**config.mk**
```make
export PLATFORM = sky130hd
export DESIGN_NAME = flash_host_ctrl
export DESIGN_NICKNAME = d
export VERILOG_FILES = /design/src/flash_host_pkg.sv /design/src/flash_host_ctrl.sv /design/src/flash_host_sync.sv
export VERILOG_INCLUDE_DIRS = /design/src
export SDC_FILE = /design/constraint.sdc
export NUM_CORES = 1
export LEC_CHECK = 0
export ABC_AREA = 1
export BUFFER_PORTS_ARGS = -buffer_cell sky130_fd_sc_hd__buf_2
export CAP_MARGIN = 5
export CORE_MARGIN = 2
export CORE_UTILIZATION = 51
export CTS_CLUSTER_SIZE = 20
export DETAILED_ROUTE_END_ITERATION = 8
export PLACE_DENSITY_LB_ADDON = 0.1
export SYNTH_ARGS = -nofsm -noshare
export SYNTH_HDL_FRONTEND = slang
export SYNTH_SLANG_ARGS = --single-unit
```
**constraint.sdc**
```tcl
create_clock -name i_clk -period 2 [get_ports i_clk]
set_input_delay 0.2 -clock i_clk [delete_from_list [all_inputs] [get_ports i_clk]]
set_output_delay 0.2 -clock i_clk [all_outputs]
set_load 0.02 [all_outputs]
```
**src/flash_host_defs.svh**
```systemverilog
`ifndef FLASH_HOST_DEFS_SVH
`define FLASH_HOST_DEFS_SVH

// Clock and timing, times in ns
`define FH_CLK_NS               40
`define FH_T_RESET_PULSE_NS     100
`define FH_T_RESET_OUTPUT_NS    150
`define FH_T_RESET_WRITE_NS     150
`define FH_T_RESET_SELECT_NS    150
`define FH_T_ABORT_SHUTDOWN_NS  20000
`define FH_T_ACCESS_NS          110
`define FH_T_WRITE_PULSE_NS     70
`define FH_CYC_MIN(ns)          (((ns) + `FH_CLK_NS - 1) / `FH_CLK_NS)
`define FH_SYNC_CYC             4
`define FH_PULSE_CYC            10'(`FH_CYC_MIN(`FH_T_RESET_PULSE_NS))
`define FH_OUTPUT_CYC           10'(`FH_CYC_MIN(`FH_T_RESET_OUTPUT_NS))
`define FH_WRITE_CYC            10'(`FH_CYC_MIN(`FH_T_RESET_WRITE_NS))
`define FH_SELECT_CYC           10'(`FH_CYC_MIN(`FH_T_RESET_SELECT_NS))
`define FH_SHUT_CYC             10'(`FH_CYC_MIN(`FH_T_ABORT_SHUTDOWN_NS))
`define FH_READ_CYC             10'(`FH_CYC_MIN(`FH_T_ACCESS_NS) + `FH_SYNC_CYC)
`define FH_WP_CYC               10'(`FH_CYC_MIN(`FH_T_WRITE_PULSE_NS))
`define FH_CNT_MAX              10'h3FF

// Command codes
`define FH_CMD_PROGRAM          16'h0040
`define FH_CMD_ERASE            16'h0020
`define FH_CMD_CONFIRM          16'h00D0
`define FH_CMD_READ_ARRAY       16'h00FF
`define FH_CMD_READ_STATUS      16'h0070

// Status fields and widths
`define FH_SR_READY             7
`define FH_SR_ERASE_FAIL        5
`define FH_SR_PROGRAM_FAIL      4
`define FH_SR_LOCK_FAIL         1
`define FH_ADDR_W               22
`define FH_DATA_W               16
`endif

```
**src/flash_host_pkg.sv**
```systemverilog
package flash_host_pkg;

    // Operations requested by the user side
    typedef enum logic [2:0]
    {
        OP_READ    = 3'h0,
        OP_WRITE   = 3'h1,
        OP_PROGRAM = 3'h2,
        OP_ERASE   = 3'h3,
        OP_RESET   = 3'h4
    } op_e;

    // Bus sequencer states, one-hot
    typedef enum logic [7:0]
    {
        ST_RST_LOW  = 8'h01,
        ST_IDLE     = 8'h02,
        ST_ISSUE    = 8'h04,
        ST_WR_SETUP = 8'h08,
        ST_WR_PULSE = 8'h10,
        ST_WR_HOLD  = 8'h20,
        ST_RD_WAIT  = 8'h40,
        ST_GAP      = 8'h80
    } state_e;

    // Kind of bus cycle a step performs
    typedef enum logic [1:0]
    {
        K_WRITE = 2'h0,
        K_READ  = 2'h1,
        K_POLL  = 2'h2,
        K_END   = 2'h3
    } kind_e;

endpackage : flash_host_pkg

```
**src/flash_host_ctrl.sv**
```systemverilog
`timescale 1ns/1ns
`include "flash_host_defs.svh"
module flash_host_ctrl (
    // Clock and reset
    input  wire logic                    i_clk,
    input  wire logic                    i_rstn,
    // User request port
    input  wire logic                    i_req,
    input  wire flash_host_pkg::op_e     i_op,
    input  wire logic [`FH_ADDR_W-1:0]   i_addr,
    input  wire logic [`FH_DATA_W-1:0]   i_wdata,
    input  wire logic                    i_unlock,
    input  wire logic                    i_abort,
    // User answer port
    output logic                         o_busy,
    output logic                         o_done,
    output logic [`FH_DATA_W-1:0]        o_rdata,
    // Flash pins
    output logic                         o_reset_powerdown_n,
    output logic                         o_ce_n,
    output logic                         o_oe_n,
    output logic                         o_we_n,
    output logic                         o_lock_guard_n,
    output logic [`FH_ADDR_W-1:0]        o_addr,
    input  wire logic [`FH_DATA_W-1:0]   i_dq,
    output logic [`FH_DATA_W-1:0]        o_dq,
    output logic                         o_dq_oe
);
    import flash_host_pkg::*;

    state_e                 state_r;
    op_e                    op_r;
    logic [1:0]             step_r;
    logic [9:0]             cnt_r;
    logic [9:0]             since_rp_r;
    logic [9:0]             low_cnt_r;
    logic                   abort_r;
    logic [`FH_DATA_W-1:0]  wdata_r;
    logic [`FH_DATA_W-1:0]  last_wr_r;
    logic [`FH_DATA_W-1:0]  dq_sync;
    kind_e                  kind;

    // ------------------------------------------------------------
    // Step decoding
    // ------------------------------------------------------------

    // Kind of bus cycle for a given operation and step
    function automatic kind_e step_kind(input op_e op, input logic [1:0] step);
        kind_e k;
        k = K_END;
        unique case (op)
            OP_READ:               k = (step == 2'h0) ? K_READ : K_END;
            OP_WRITE:              k = (step == 2'h0) ? K_WRITE : K_END;
            OP_PROGRAM, OP_ERASE:  k = (step == 2'h2) ? K_POLL : K_WRITE;
            OP_RESET:              k = K_END;
        endcase
        return k;
    endfunction : step_kind

    // Data word driven in a write step
    function automatic logic [`FH_DATA_W-1:0] step_data(input op_e op, input logic [1:0] step,
                                                      input logic [`FH_DATA_W-1:0] wd);
        logic [`FH_DATA_W-1:0] d;
        d = wd;
        if (step == 2'h3)
            d = `FH_CMD_READ_ARRAY;
        else if (op == OP_PROGRAM)
            d = (step == 2'h0) ? `FH_CMD_PROGRAM : wd;
        else if (op == OP_ERASE)
            d = (step == 2'h0) ? `FH_CMD_ERASE : `FH_CMD_CONFIRM;
        return d;
    endfunction : step_data

    assign kind = step_kind(op_r, step_r);

    // ------------------------------------------------------------
    // Data pin input chain
    // ------------------------------------------------------------

    flash_host_sync #(.W(`FH_DATA_W)) u_dq_sync (
        .i_clk  (i_clk),
        .i_rstn (i_rstn),
        .i_pin  (i_dq),
        .o_val  (dq_sync)
    );

    // ------------------------------------------------------------
    // Reset pin timers
    // ------------------------------------------------------------

    // Cycles since reset pin rose, and length of current low phase
    always_ff @(posedge i_clk or negedge i_rstn)
    begin
        if (!i_rstn)
        begin
            since_rp_r <= 10'h000;
            low_cnt_r  <= 10'h000;
        end
        else if (!o_reset_powerdown_n)
        begin
            since_rp_r <= 10'h000;
            low_cnt_r  <= (low_cnt_r == `FH_CNT_MAX) ? low_cnt_r : low_cnt_r + 10'h001;
        end
        else
        begin
            since_rp_r <= (since_rp_r == `FH_CNT_MAX) ? since_rp_r : since_rp_r + 10'h001;
            low_cnt_r  <= 10'h000;
        end
    end

    // ------------------------------------------------------------
    // Bus sequencer
    // ------------------------------------------------------------

    // States, pins and answers; system reset holds the flash in reset
    always_ff @(posedge i_clk or negedge i_rstn)
    begin
        if (!i_rstn)
        begin
            state_r             <= ST_RST_LOW;
            op_r                <= OP_READ;
            step_r              <= 2'h0;
            cnt_r               <= 10'h000;
            abort_r             <= 1'b0;
            wdata_r             <= 16'h0000;
            last_wr_r           <= 16'h0000;
            o_reset_powerdown_n <= 1'b0;
            o_ce_n              <= 1'b1;
            o_oe_n              <= 1'b1;
            o_we_n              <= 1'b1;
            o_lock_guard_n      <= 1'b0;
            o_addr              <= '0;
            o_dq                <= 16'h0000;
            o_dq_oe             <= 1'b0;
            o_busy              <= 1'b1;
            o_done              <= 1'b0;
            o_rdata             <= 16'h0000;
        end
        else
        begin
            o_done <= 1'b0;
            if (i_abort && state_r != ST_RST_LOW)
            begin
                // Abort: pull reset, stretch low time if flash may be busy
                abort_r             <= (op_r == OP_PROGRAM || op_r == OP_ERASE);
                op_r                <= OP_RESET;
                state_r             <= ST_RST_LOW;
                cnt_r               <= 10'h000;
                o_reset_powerdown_n <= 1'b0;
                o_ce_n              <= 1'b1;
                o_oe_n              <= 1'b1;
                o_we_n              <= 1'b1;
                o_dq_oe             <= 1'b0;
                o_lock_guard_n      <= 1'b0;
                o_busy              <= 1'b1;
            end
            else
            begin
                unique case (state_r)
                    ST_RST_LOW:
                    begin
                        cnt_r <= cnt_r + 10'h001;
                        if (cnt_r + 10'h001 >= (abort_r ? `FH_SHUT_CYC : `FH_PULSE_CYC))
                        begin
                            o_reset_powerdown_n <= 1'b1;
                            o_done              <= (op_r == OP_RESET);
                            o_busy              <= 1'b0;
                            state_r             <= ST_IDLE;
                        end
                    end
                    ST_IDLE:
                    begin
                        if (i_req)
                        begin
                            op_r           <= i_op;
                            step_r         <= 2'h0;
                            cnt_r          <= 10'h000;
                            abort_r        <= 1'b0;
                            wdata_r        <= i_wdata;
                            o_addr         <= i_addr;
                            o_lock_guard_n <= i_unlock;
                            o_busy         <= 1'b1;
                            if (i_op == OP_RESET)
                            begin
                                o_reset_powerdown_n <= 1'b0;
                                state_r             <= ST_RST_LOW;
                            end
                            else
                                state_r <= ST_ISSUE;
                        end
                    end
                    ST_ISSUE:
                    begin
                        unique case (kind)
                            K_END:
                            begin
                                o_done         <= 1'b1;
                                o_busy         <= 1'b0;
                                o_lock_guard_n <= 1'b0;
                                state_r        <= ST_IDLE;
                            end
                            K_WRITE:
                            begin
                                if (since_rp_r >= `FH_WRITE_CYC && since_rp_r >= `FH_SELECT_CYC)
                                begin
                                    o_ce_n    <= 1'b0;
                                    o_dq      <= step_data(op_r, step_r, wdata_r);
                                    last_wr_r <= step_data(op_r, step_r, wdata_r);
                                    o_dq_oe   <= 1'b1;
                                    state_r   <= ST_WR_SETUP;
                                end
                            end
                            K_READ, K_POLL:
                            begin
                                if (since_rp_r >= `FH_OUTPUT_CYC)
                                begin
                                    o_ce_n  <= 1'b0;
                                    o_oe_n  <= 1'b0;
                                    cnt_r   <= 10'h000;
                                    state_r <= ST_RD_WAIT;
                                end
                            end
                        endcase
                    end
                    ST_WR_SETUP:
                    begin
                        o_we_n  <= 1'b0;
                        cnt_r   <= 10'h000;
                        state_r <= ST_WR_PULSE;
                    end
                    ST_WR_PULSE:
                    begin
                        cnt_r <= cnt_r + 10'h001;
                        if (cnt_r + 10'h001 >= `FH_WP_CYC)
                        begin
                            o_we_n  <= 1'b1;
                            state_r <= ST_WR_HOLD;
                        end
                    end
                    ST_WR_HOLD:
                    begin
                        o_ce_n  <= 1'b1;
                        o_dq_oe <= 1'b0;
                        if (step_r == 2'h3)
                        begin
                            // Read-array write closes the op; two-bit step would wrap
                            o_done         <= 1'b1;
                            o_busy         <= 1'b0;
                            o_lock_guard_n <= 1'b0;
                            state_r        <= ST_IDLE;
                        end
                        else
                        begin
                            step_r  <= step_r + 2'h1;
                            state_r <= ST_GAP;
                        end
                    end
                    ST_RD_WAIT:
                    begin
                        cnt_r <= cnt_r + 10'h001;
                        if (cnt_r + 10'h001 >= `FH_READ_CYC)
                        begin
                            o_ce_n  <= 1'b1;
                            o_oe_n  <= 1'b1;
                            o_rdata <= dq_sync;
                            if (kind != K_POLL || dq_sync[`FH_SR_READY])
                                step_r <= step_r + 2'h1;
                            state_r <= ST_GAP;
                        end
                    end
                    ST_GAP:
                        state_r <= ST_ISSUE;
                    default:
                        state_r <= ST_RST_LOW;
                endcase
            end
        end
    end

    // ------------------------------------------------------------
    // Checks
    // ------------------------------------------------------------

    property p_write_after_reset;
        @(posedge i_clk) disable iff (!i_rstn)
        $fell(o_we_n) |-> since_rp_r >= `FH_WRITE_CYC && since_rp_r >= `FH_SELECT_CYC;
    endproperty
    a_write_after_reset: assert property (p_write_after_reset)
        else $error("write strobe too soon after reset release");

    property p_read_after_reset;
        @(posedge i_clk) disable iff (!i_rstn)
        $fell(o_oe_n) |-> since_rp_r >= `FH_OUTPUT_CYC;
    endproperty
    a_read_after_reset: assert property (p_read_after_reset)
        else $error("read too soon after reset release");

    property p_reset_low_time;
        @(posedge i_clk) disable iff (!i_rstn)
        $rose(o_reset_powerdown_n) |-> low_cnt_r >= `FH_PULSE_CYC;
    endproperty
    a_reset_low_time: assert property (p_reset_low_time)
        else $error("reset pulse shorter than minimum");

    property p_abort_shutdown;
        @(posedge i_clk) disable iff (!i_rstn)
        $rose(o_reset_powerdown_n) && abort_r |-> low_cnt_r >= `FH_SHUT_CYC;
    endproperty
    a_abort_shutdown: assert property (p_abort_shutdown)
        else $error("reset released before abort shutdown ended");

    property p_write_encoding;
        @(posedge i_clk) disable iff (!i_rstn)
        !o_we_n |-> o_oe_n && !o_ce_n && o_reset_powerdown_n && o_dq_oe;
    endproperty
    a_write_encoding: assert property (p_write_encoding)
        else $error("write strobe with bad control levels");

    property p_no_contention;
        @(posedge i_clk) disable iff (!i_rstn)
        o_dq_oe |-> o_oe_n;
    endproperty
    a_no_contention: assert property (p_no_contention)
        else $error("host drives data while flash outputs enabled");

    property p_latch_stable;
        @(posedge i_clk) disable iff (!i_rstn)
        $rose(o_we_n) && o_reset_powerdown_n |-> $stable(o_addr) && $stable(o_dq) && !o_ce_n
            ##1 o_ce_n;
    endproperty
    a_latch_stable: assert property (p_latch_stable)
        else $error("address or data moved at strobe rise");

    property p_lock_held;
        @(posedge i_clk) disable iff (!i_rstn)
        (op_r == OP_PROGRAM || op_r == OP_ERASE) && state_r != ST_IDLE
            && $past(state_r) != ST_IDLE && state_r != ST_RST_LOW |-> $stable(o_lock_guard_n);
    endproperty
    a_lock_held: assert property (p_lock_held)
        else $error("lock guard changed during program or erase");

    property p_array_restore;
        @(posedge i_clk) disable iff (!i_rstn)
        o_done && (op_r == OP_PROGRAM || op_r == OP_ERASE)
            |-> last_wr_r == `FH_CMD_READ_ARRAY && o_we_n;
    endproperty
    a_array_restore: assert property (p_array_restore)
        else $error("program or erase ended without read-array command");

endmodule : flash_host_ctrl

```
**src/flash_host_sync.sv**
```systemverilog
`timescale 1ns/1ns
module flash_host_sync #(
    parameter int W = 16
) (
    // Clock and reset
    input  wire logic         i_clk,
    input  wire logic         i_rstn,
    // Pin side and result
    input  wire logic [W-1:0] i_pin,
    output logic      [W-1:0] o_val
);
    logic [W-1:0] s1_r;
    logic [W-1:0] s2_r;
    logic [W-1:0] s3_r;

    // Three-stage chain; value taken once stages two and three agree
    always_ff @(posedge i_clk or negedge i_rstn)
    begin
        if (!i_rstn)
        begin
            s1_r  <= '0;
            s2_r  <= '0;
            s3_r  <= '0;
            o_val <= '0;
        end
        else
        begin
            s1_r <= i_pin;
            s2_r <= s1_r;
            s3_r <= s2_r;
            if (s2_r == s3_r)
                o_val <= s3_r;
        end
    end
endmodule : flash_host_sync

```
Yosys cells after proc, flatten, opt, wreduce, memory -nomap -nowiden

Index checks and enable logic that the tools add are counted.

Logic and storage cells: 179
Flip-flop bits (word level): 176
Output and inout bits: 62
Bits of input ports: 62

Mux-type cells: 73
Equality and inequality tests: 41
Bitwise gates (word level): 1
Add/sub/neg operators: 3
Reduce and logical (&&, ||, !) cells: 35
Order comparisons: 4

Operators with widths:

| operator                                             | number |
|---|---|
| 2-to-1 mux 8 bit                                     | 9 |
| 2-to-1 mux 16 bit                                    | 4 |
| case mux 8 bit (8 select lines)                      | 1 |
| 2-to-1 mux 10 bit                                    | 6 |
| case mux 10 bit (4 select lines)                     | 1 |
| 2-to-1 mux 1 bit                                     | 29 |
| inequality test 3 bit, second input constant         | 8 |
| case mux 8 bit (3 select lines)                      | 1 |
| AND reduction 4 bit                                  | 6 |
| adder 10 x 1 -> 10 bit, second input constant        | 2 |
| >= comparator 10 x 3 -> 1 bit, second input constant | 2 |
| == test 16 bit                                       | 1 |
| nonzero test 3 bit                                   | 5 |
| 2-to-1 mux 2 bit                                     | 7 |
| 2-to-1 mux 3 bit                                     | 4 |
| inequality test 2 bit, second input constant         | 6 |
| inequality test 4 bit, second input constant         | 3 |
| AND reduction 6 bit                                  | 2 |
| == test 10 bit, second input constant                | 1 |
| >= comparator 10 x 2 -> 1 bit, second input constant | 1 |
| >= comparator 10 x 9 -> 1 bit                        | 1 |
| nonzero test 5 bit                                   | 2 |
| 2-to-1 mux 9 bit                                     | 1 |
| case mux 1 bit (3 select lines)                      | 3 |
| 33 further kinds                                     | 51 |

Longest topological paths before layout

Depth after elaboration: 8
Mapped depth: 19
Mapped depth without buffers: 18

Cells and area by module

A second synthesis with hierarchy kept.

Cells, all modules: 875
Area, all modules: 7831.3 um^2

Modules (own cells, without submodules):

| module          | instances | seq. area each (um^2) | area each (um^2) | cells each |
|---|---|---|---|---|
| flash_host_ctrl | 1         | 2808.9                | 5650.4           | 672 |
| flash_host_sync | 1         | 1601.5                | 2180.8           | 203 |

Least setup slack after synthesis

No wires, ideal clock.

Kind: reg-to-reg
From: reg step_r[0]
To: reg state_r[5]
Arrival: 2.098 ns
Setup time: 0.072 ns
Cell stages (with the launch flop): 17
Buffers on the path: 0
Clock period less this slack: 2.170 ns
Setup slack: -0.170 ns
Required time: 1.928 ns
Cell sequence: dfrtp_1 inv_1 ha_1 inv_1 o21ai_0 nand2_1 inv_1 nand2_1 o21ai_0 inv_1 ha_1 a21oi_1 nand3_1 nand2_1 nor2_1 nand3_1 nor2_1

Longest elaborated chain between the ends: 8
Elaborated cells on any way between the ends: 17
Classes of those cells: 6 x eq/ne; 7 x mux; 4 x reduce/logical

RTL lines:

| what                                                    | line                                                                | RTL |
|---|---|---|
| start: declaration                                      | flash_host_ctrl.sv:33                                               | `logic [1:0] step_r;` |
| start signal: assignment                                | flash_host_ctrl.sv:254                                              | `step_r <= step_r + 2'h1;` |
| start signal: assignment                                | flash_host_ctrl.sv:267                                              | `step_r <= step_r + 2'h1;` |
| == test 2 bit or zero test 2 bit (tied branches)        | -                                                                   |  |
| 2-to-1 mux 2 bit (on tied branches)                     | flash_host_ctrl.sv:54, flash_host_ctrl.sv:52, flash_host_ctrl.sv:53 |  |
| case mux 2 bit (4 select lines) *                       | flash_host_ctrl.sv:51                                               | `unique case (op)` |
| == test 2 x 1 -> 1 bit or == test 2 bit (tied branches) | flash_host_ctrl.sv:194                                              | `unique case (kind)` |
| OR reduction 2 bit                                      | flash_host_ctrl.sv:194                                              |  |
| case mux 8 bit (3 select lines)                         | flash_host_ctrl.sv:194                                              |  |
| case mux 8 bit (8 select lines)                         | flash_host_ctrl.sv:159                                              | `unique case (state_r)` |
| 2-to-1 mux 8 bit                                        | flash_host_ctrl.sv:142                                              | `if (i_abort && state_r != ST_RST_LOW)` |
| end signal: assignment                                  | flash_host_ctrl.sv:147                                              | `state_r <= ST_RST_LOW;` |
| end signal: assignment                                  | flash_host_ctrl.sv:168                                              | `state_r <= ST_IDLE;` |
| end signal: assignment                                  | flash_host_ctrl.sv:200                                              | `state_r <= ST_IDLE;` |
| end: declaration                                        | flash_host_ctrl.sv:31                                               | `state_e state_r;` |

Mark *: on every way between the ends. The rest lies on a longest branch, timed or not.
A chain may end at the register's enable or synchronous reset.

Worst setup path after layout

From: reg cnt_r[1]
To: reg o_reset_powerdown_n

Longest elaborated chain between the ends: 4

RTL lines:

| what                            | line                   | RTL |
|---|---|---|
| start: declaration              | flash_host_ctrl.sv:34  | `logic [9:0] cnt_r;` |
| start signal: assignment        | flash_host_ctrl.sv:162 | `cnt_r <= cnt_r + 10'h001;` |
| start signal: assignment        | flash_host_ctrl.sv:233 | `cnt_r <= cnt_r + 10'h001;` |
| start signal: assignment        | flash_host_ctrl.sv:260 | `cnt_r <= cnt_r + 10'h001;` |
| adder 10 x 1 -> 10 bit          | flash_host_ctrl.sv:163 | `` if (cnt_r + 10'h001 >= (abort_r ? `FH_SHUT_CYC : `FH_PULSE_CYC)) `` |
| >= comparator 10 x 9 -> 1 bit   | flash_host_ctrl.sv:163 |  |
| inequality test 3 bit (no line) | -                      |  |
| AND reduction 4 bit (no line)   | -                      |  |
| end signal: assignment          | flash_host_ctrl.sv:149 | `o_reset_powerdown_n <= 1'b0;` |
| end signal: assignment          | flash_host_ctrl.sv:165 | `o_reset_powerdown_n <= 1'b1;` |
| end signal: assignment          | flash_host_ctrl.sv:185 | `o_reset_powerdown_n <= 1'b0;` |
| end: declaration                | flash_host_ctrl.sv:19  | `output logic o_reset_powerdown_n,` |

No other way between the ends.

==> run_results.csv <==
group,metric,value,unit
finish,finalNetCount,1157,
placement,io_buffers,123,
floorplan,rows,44,
synthesis,synth_top_family_by_area,"simple AND/OR/NAND/NOR gates",
worst_setup_path,required,2.31,ns
worst_setup_path,crit_family,"simple AND/OR/NAND/NOR gates",
floorplan,start_util,52.1,%
worst_setup_path,cp-end-kind,"flop",
clock_tree,htreeDepth,4,
global_route,grt_start_max_net_pins,59,
floorplan,fp.dieArea,15800,um2
timing,fin_skew,0.00824,ns
worst_setup_path,cp_max_fo,7,
drt,finalWirelength,19600,um
drt,ant_nets,0,
job,maxCapViolCount,0,
worst_setup_path,worstSetupPathType,"flop to flop",
drt,drtIter0Drc,419,
power_and_ir_drop,p_leak,0.00559,uW
worst_hold_path,hold_end,"o_lock_guard_n$_DFFE_PN0P_",
floorplan,design.core.area,14500,um2
drt,first_pass_iters,5,
clock_tree,cts_root_buffer,"clkbuf_16",
synthesis,syn_nets,900,
timing,finalSetupViolCount,50,
synthesis,synthFlopType,"dfrtp_1",
timing,timing.fmax,474,MHz
clock_tree,cts_tree,"built",
worst_setup_path,slowest_delay,0.46,ns
finish,area_delta_synth_final,41.8,%
worst_setup_path,cpMaxStageDelayCell,"dfrtp_2",
worst_hold_path,min_from,"i_unlock",
timing,whs,0.0255,ns
placement,hpwl,12500,um
synthesis,synthCells,819,
synthesis,async_reset_ff_share,100,%
clock_tree,cts_sinks,176,
worst_setup_path,r2r-end,"o_reset_powerdown_n$_DFFE_PN0P_",
drt,wl_per_cell,15.4,um
worst_setup_path,r2r_setup_slack,-0.11,ns
synthesis,ys_ff_latch,176,
finish,drive_above_1_share,33.9,%
worst_setup_path,cp_cell_sequence,"buf_6, ha_4, inv_4, ha_4, nand2_1, nand2_1, nand2_1, nand3_1, nand2_1, nand2_1, nand2_1, nand2_1, nand2_2, nand3_4, nand3_2, nand2_1, nand2_1",
synthesis,synth_xor_area_share,2.08,%
floorplan,io-pin-count,124,
worst_hold_path,hold_class,"primary input to flop",
timing,setup_ws,-0.111,ns
floorplan,chipHeight,126,um
worst_setup_path,startpoint_type,"flop",
timing,finalCritPeriodShare,106,%
synthesis,synth-simple-area-share,21.6,%
worst_setup_path,path_depth,17,
synthesis,synthMuxAreaShare,2.23,%
global_route,grt_usage,25.6,%
timing,min_period,2.11,ns
worst_setup_path,r2r_cells,17,
clock_tree,clk_pin_slew_worst_paths,0.07,ns
drt,viasPerCell,5.11,
finish,antenna_cells,0,
timing,relSlewSlack,60.0,%
synthesis,synth_compound_area_share,6.33,%
clock_tree,numCtsBuffers,17,
outcome,status,"finished with violations",
synthesis,yosysWarnings,0,
worst_setup_path,cp_num_buf_inv,2,
timing,hold_viol,0,
global_route,globalRouteOverflowTotal,0,
global_route,grt_pass1_vias,6581,
synthesis,ys_seq_area_share,58.3,%
finish,fillers,1023,
worst_setup_path,r2r_start,"cnt_r[1]$_DFFE_PN0P_",
synthesis,synth_edf_count,0,
placement,place_congestion,0.845,
drt,vias,6506,
floorplan,die_w,126,um
clock_tree,clock_path_buffers,2,
global_route,grt_first_pass_wirelength,32200,um
timing,rsz0062_at_grt,"yes",
power_and_ir_drop,p_per_area,1080,nW/um2
power_and_ir_drop,ir_drop,0.723,mV
global_route,antenna_found_initial,0,
outcome,violations,"negative setup slack",
worst_setup_path,cp-startpoint,"cnt_r[1]$_DFFE_PN0P_",
synthesis,syn_avg_cell_area,9.24,um2
timing,finalMaxSlewViolations,0,
worst_setup_path,cp.arrival,2.42,ns
synthesis,yosysUniqueCellTypes,41,
drt,drc,0,
synthesis,synthesis.area,7570,um2
synthesis,synth_fa_ha_area_share,3.14,%
clock_tree,clkLatencyLatePin,0.42,ns
worst_hold_path,hold_depth,3,
timing,tightest_slew,0.598,ns
worst_setup_path,cp_common_cell,"nand2_1",
timing,fin_tns_setup,-2.95,ns
==> final cells by class <==
class	count	area [um2]	area share, %
timing repair buffer	254	1850	17.3
multi-input combinational	529	3280	30.5
sequential	176	4410	41.1
inverter	98	385	3.59
tap	184	230	2.15
clock buffer	21	460	4.29
clock inverter	11	106	0.991
==> metal layers <==
layer,vias up,share of wire (%),global-route usage (%)
met3,29,5.0,6.20
met4,0,1.7,7.11
met5,-,0,0
met1,3166,42,32.2
met2,191,51,44.5
li1,3120,-,-
==> timing repair <==
item	in CTS	in global routing
hold buffers	52	0
gates cloned	4	0
pin swaps	50	46
buffers inserted	14	7
endpoints found under the setup margin	94	95
gates resized for setup	104	65
hold endpoints to repair	100	0
==> Yosys cell counts (2+ instances only) <==
cell type	number	area share [%]
nand2_1	256	13
dfrtp_1	171	57
inv_1	93	4.6
o21ai_0	55	3.6
nor2_1	47	2.3
nand3_1	43	2.8
ha_1	19	3.1
xor2_1	18	2.1
a21oi_1	14	0.93
nand4_1	14	1.2
nor3_1	9	0.60
buf_2	8	0.53
mux2_1	8	1.2
mux2_2	7	1.0
dfstp_2	5	1.7
o21a_1	5	0.50
o21ai_1	5	0.33
buf_4	4	0.40
clkbuf_1	4	0.20
inv_2	4	0.20
nor4_1	4	0.33
a211oi_1	3	0.30
a31oi_1	2	0.17
buf_6	2	0.30
nor2_2	2	0.17
nor3_4	2	0.43
==> cells in the final DEF, fill, tap and decap left out, types with 13 or more instances in the layout <==
master	count
mux2_4	15
buf_4	60
nand2_1	224
buf_2	122
inv_1	80
dlygate4sd3_1	52
dfrtp_1	169
xor2_1	17
nor2_1	32
nand3_1	30
inv_2	13
nand4_1	14
o21ai_0	39
o21ai_1	15
clkbuf_16	17
nand2_2	25
buf_6	14
==> per-stage QoR <==
step	total power (uW)	instances	util [%]	instance area [um2]	worst slack [ns]
after floorplan	6390	819	-	7620	-0.0215
after global placement	7430	1165	60.8	8840	-0.178
after detailed placement	7520	1165	60.8	8840	-0.247
after CTS	11300	1267	71.9	10400	-0.102
after global routing	12200	1273	73.8	10700	-0.249
final	11500	1273	73.8	10700	-0.111
==> worst register-to-register path, delay by kind of cell (launching register included) <==
family	cells	cell delay, ns
fa+ha+maj	2	0.52
buf+inv	2	0.19
flops	1	0.46
simple gates	13	0.82
==> worst max path at each step <==
stage | endpoint | slack (ns)
6_report | o_reset_powerdown_n$_DFFE_PN0P_ | -0.11
5_1_grt | state_r[6]$_DFFE_PN0P_ | -0.25
2_1_floorplan | state_r[5]$_DFFE_PN0P_ | -0.02
3_5_place_dp | state_r[7]$_DFFE_PN0P_ | -0.25
4_1_cts | state_r[2]$_DFFE_PN0P_ | -0.10
3_3_place_gp | state_r[7]$_DFFE_PN0P_ | -0.18
==> where the power goes <==
| group | switching, uW | internal, uW |
|---|---|---|
| clock network | 1380 | 1790 |
| logic | 2350 | 1520 |
| registers | 350 | 4150 |
==> cell families after synthesis <==
family,Yosys count
AOI/OAI and AO/OA,89
xor gates and xnor gates,18
adders and majority gates,19
buffers and inverters,117
DFF,176
muxes,15
and+or+nand+nor,385
==> flip-flops by register name, indices dropped and copies added (netlist names), 2 cells and up <==
signal,flops
o_rdata,16
since_rp_r,10
u_dq_sync.s3_r,16
state_r,8
op_r,3
u_dq_sync.o_val,16
u_dq_sync.s2_r,16
o_dq,16
wdata_r,16
step_r,2
o_addr,22
cnt_r,10
u_dq_sync.s1_r,16
No activity file was read; power rests on OpenSTA's default activity.
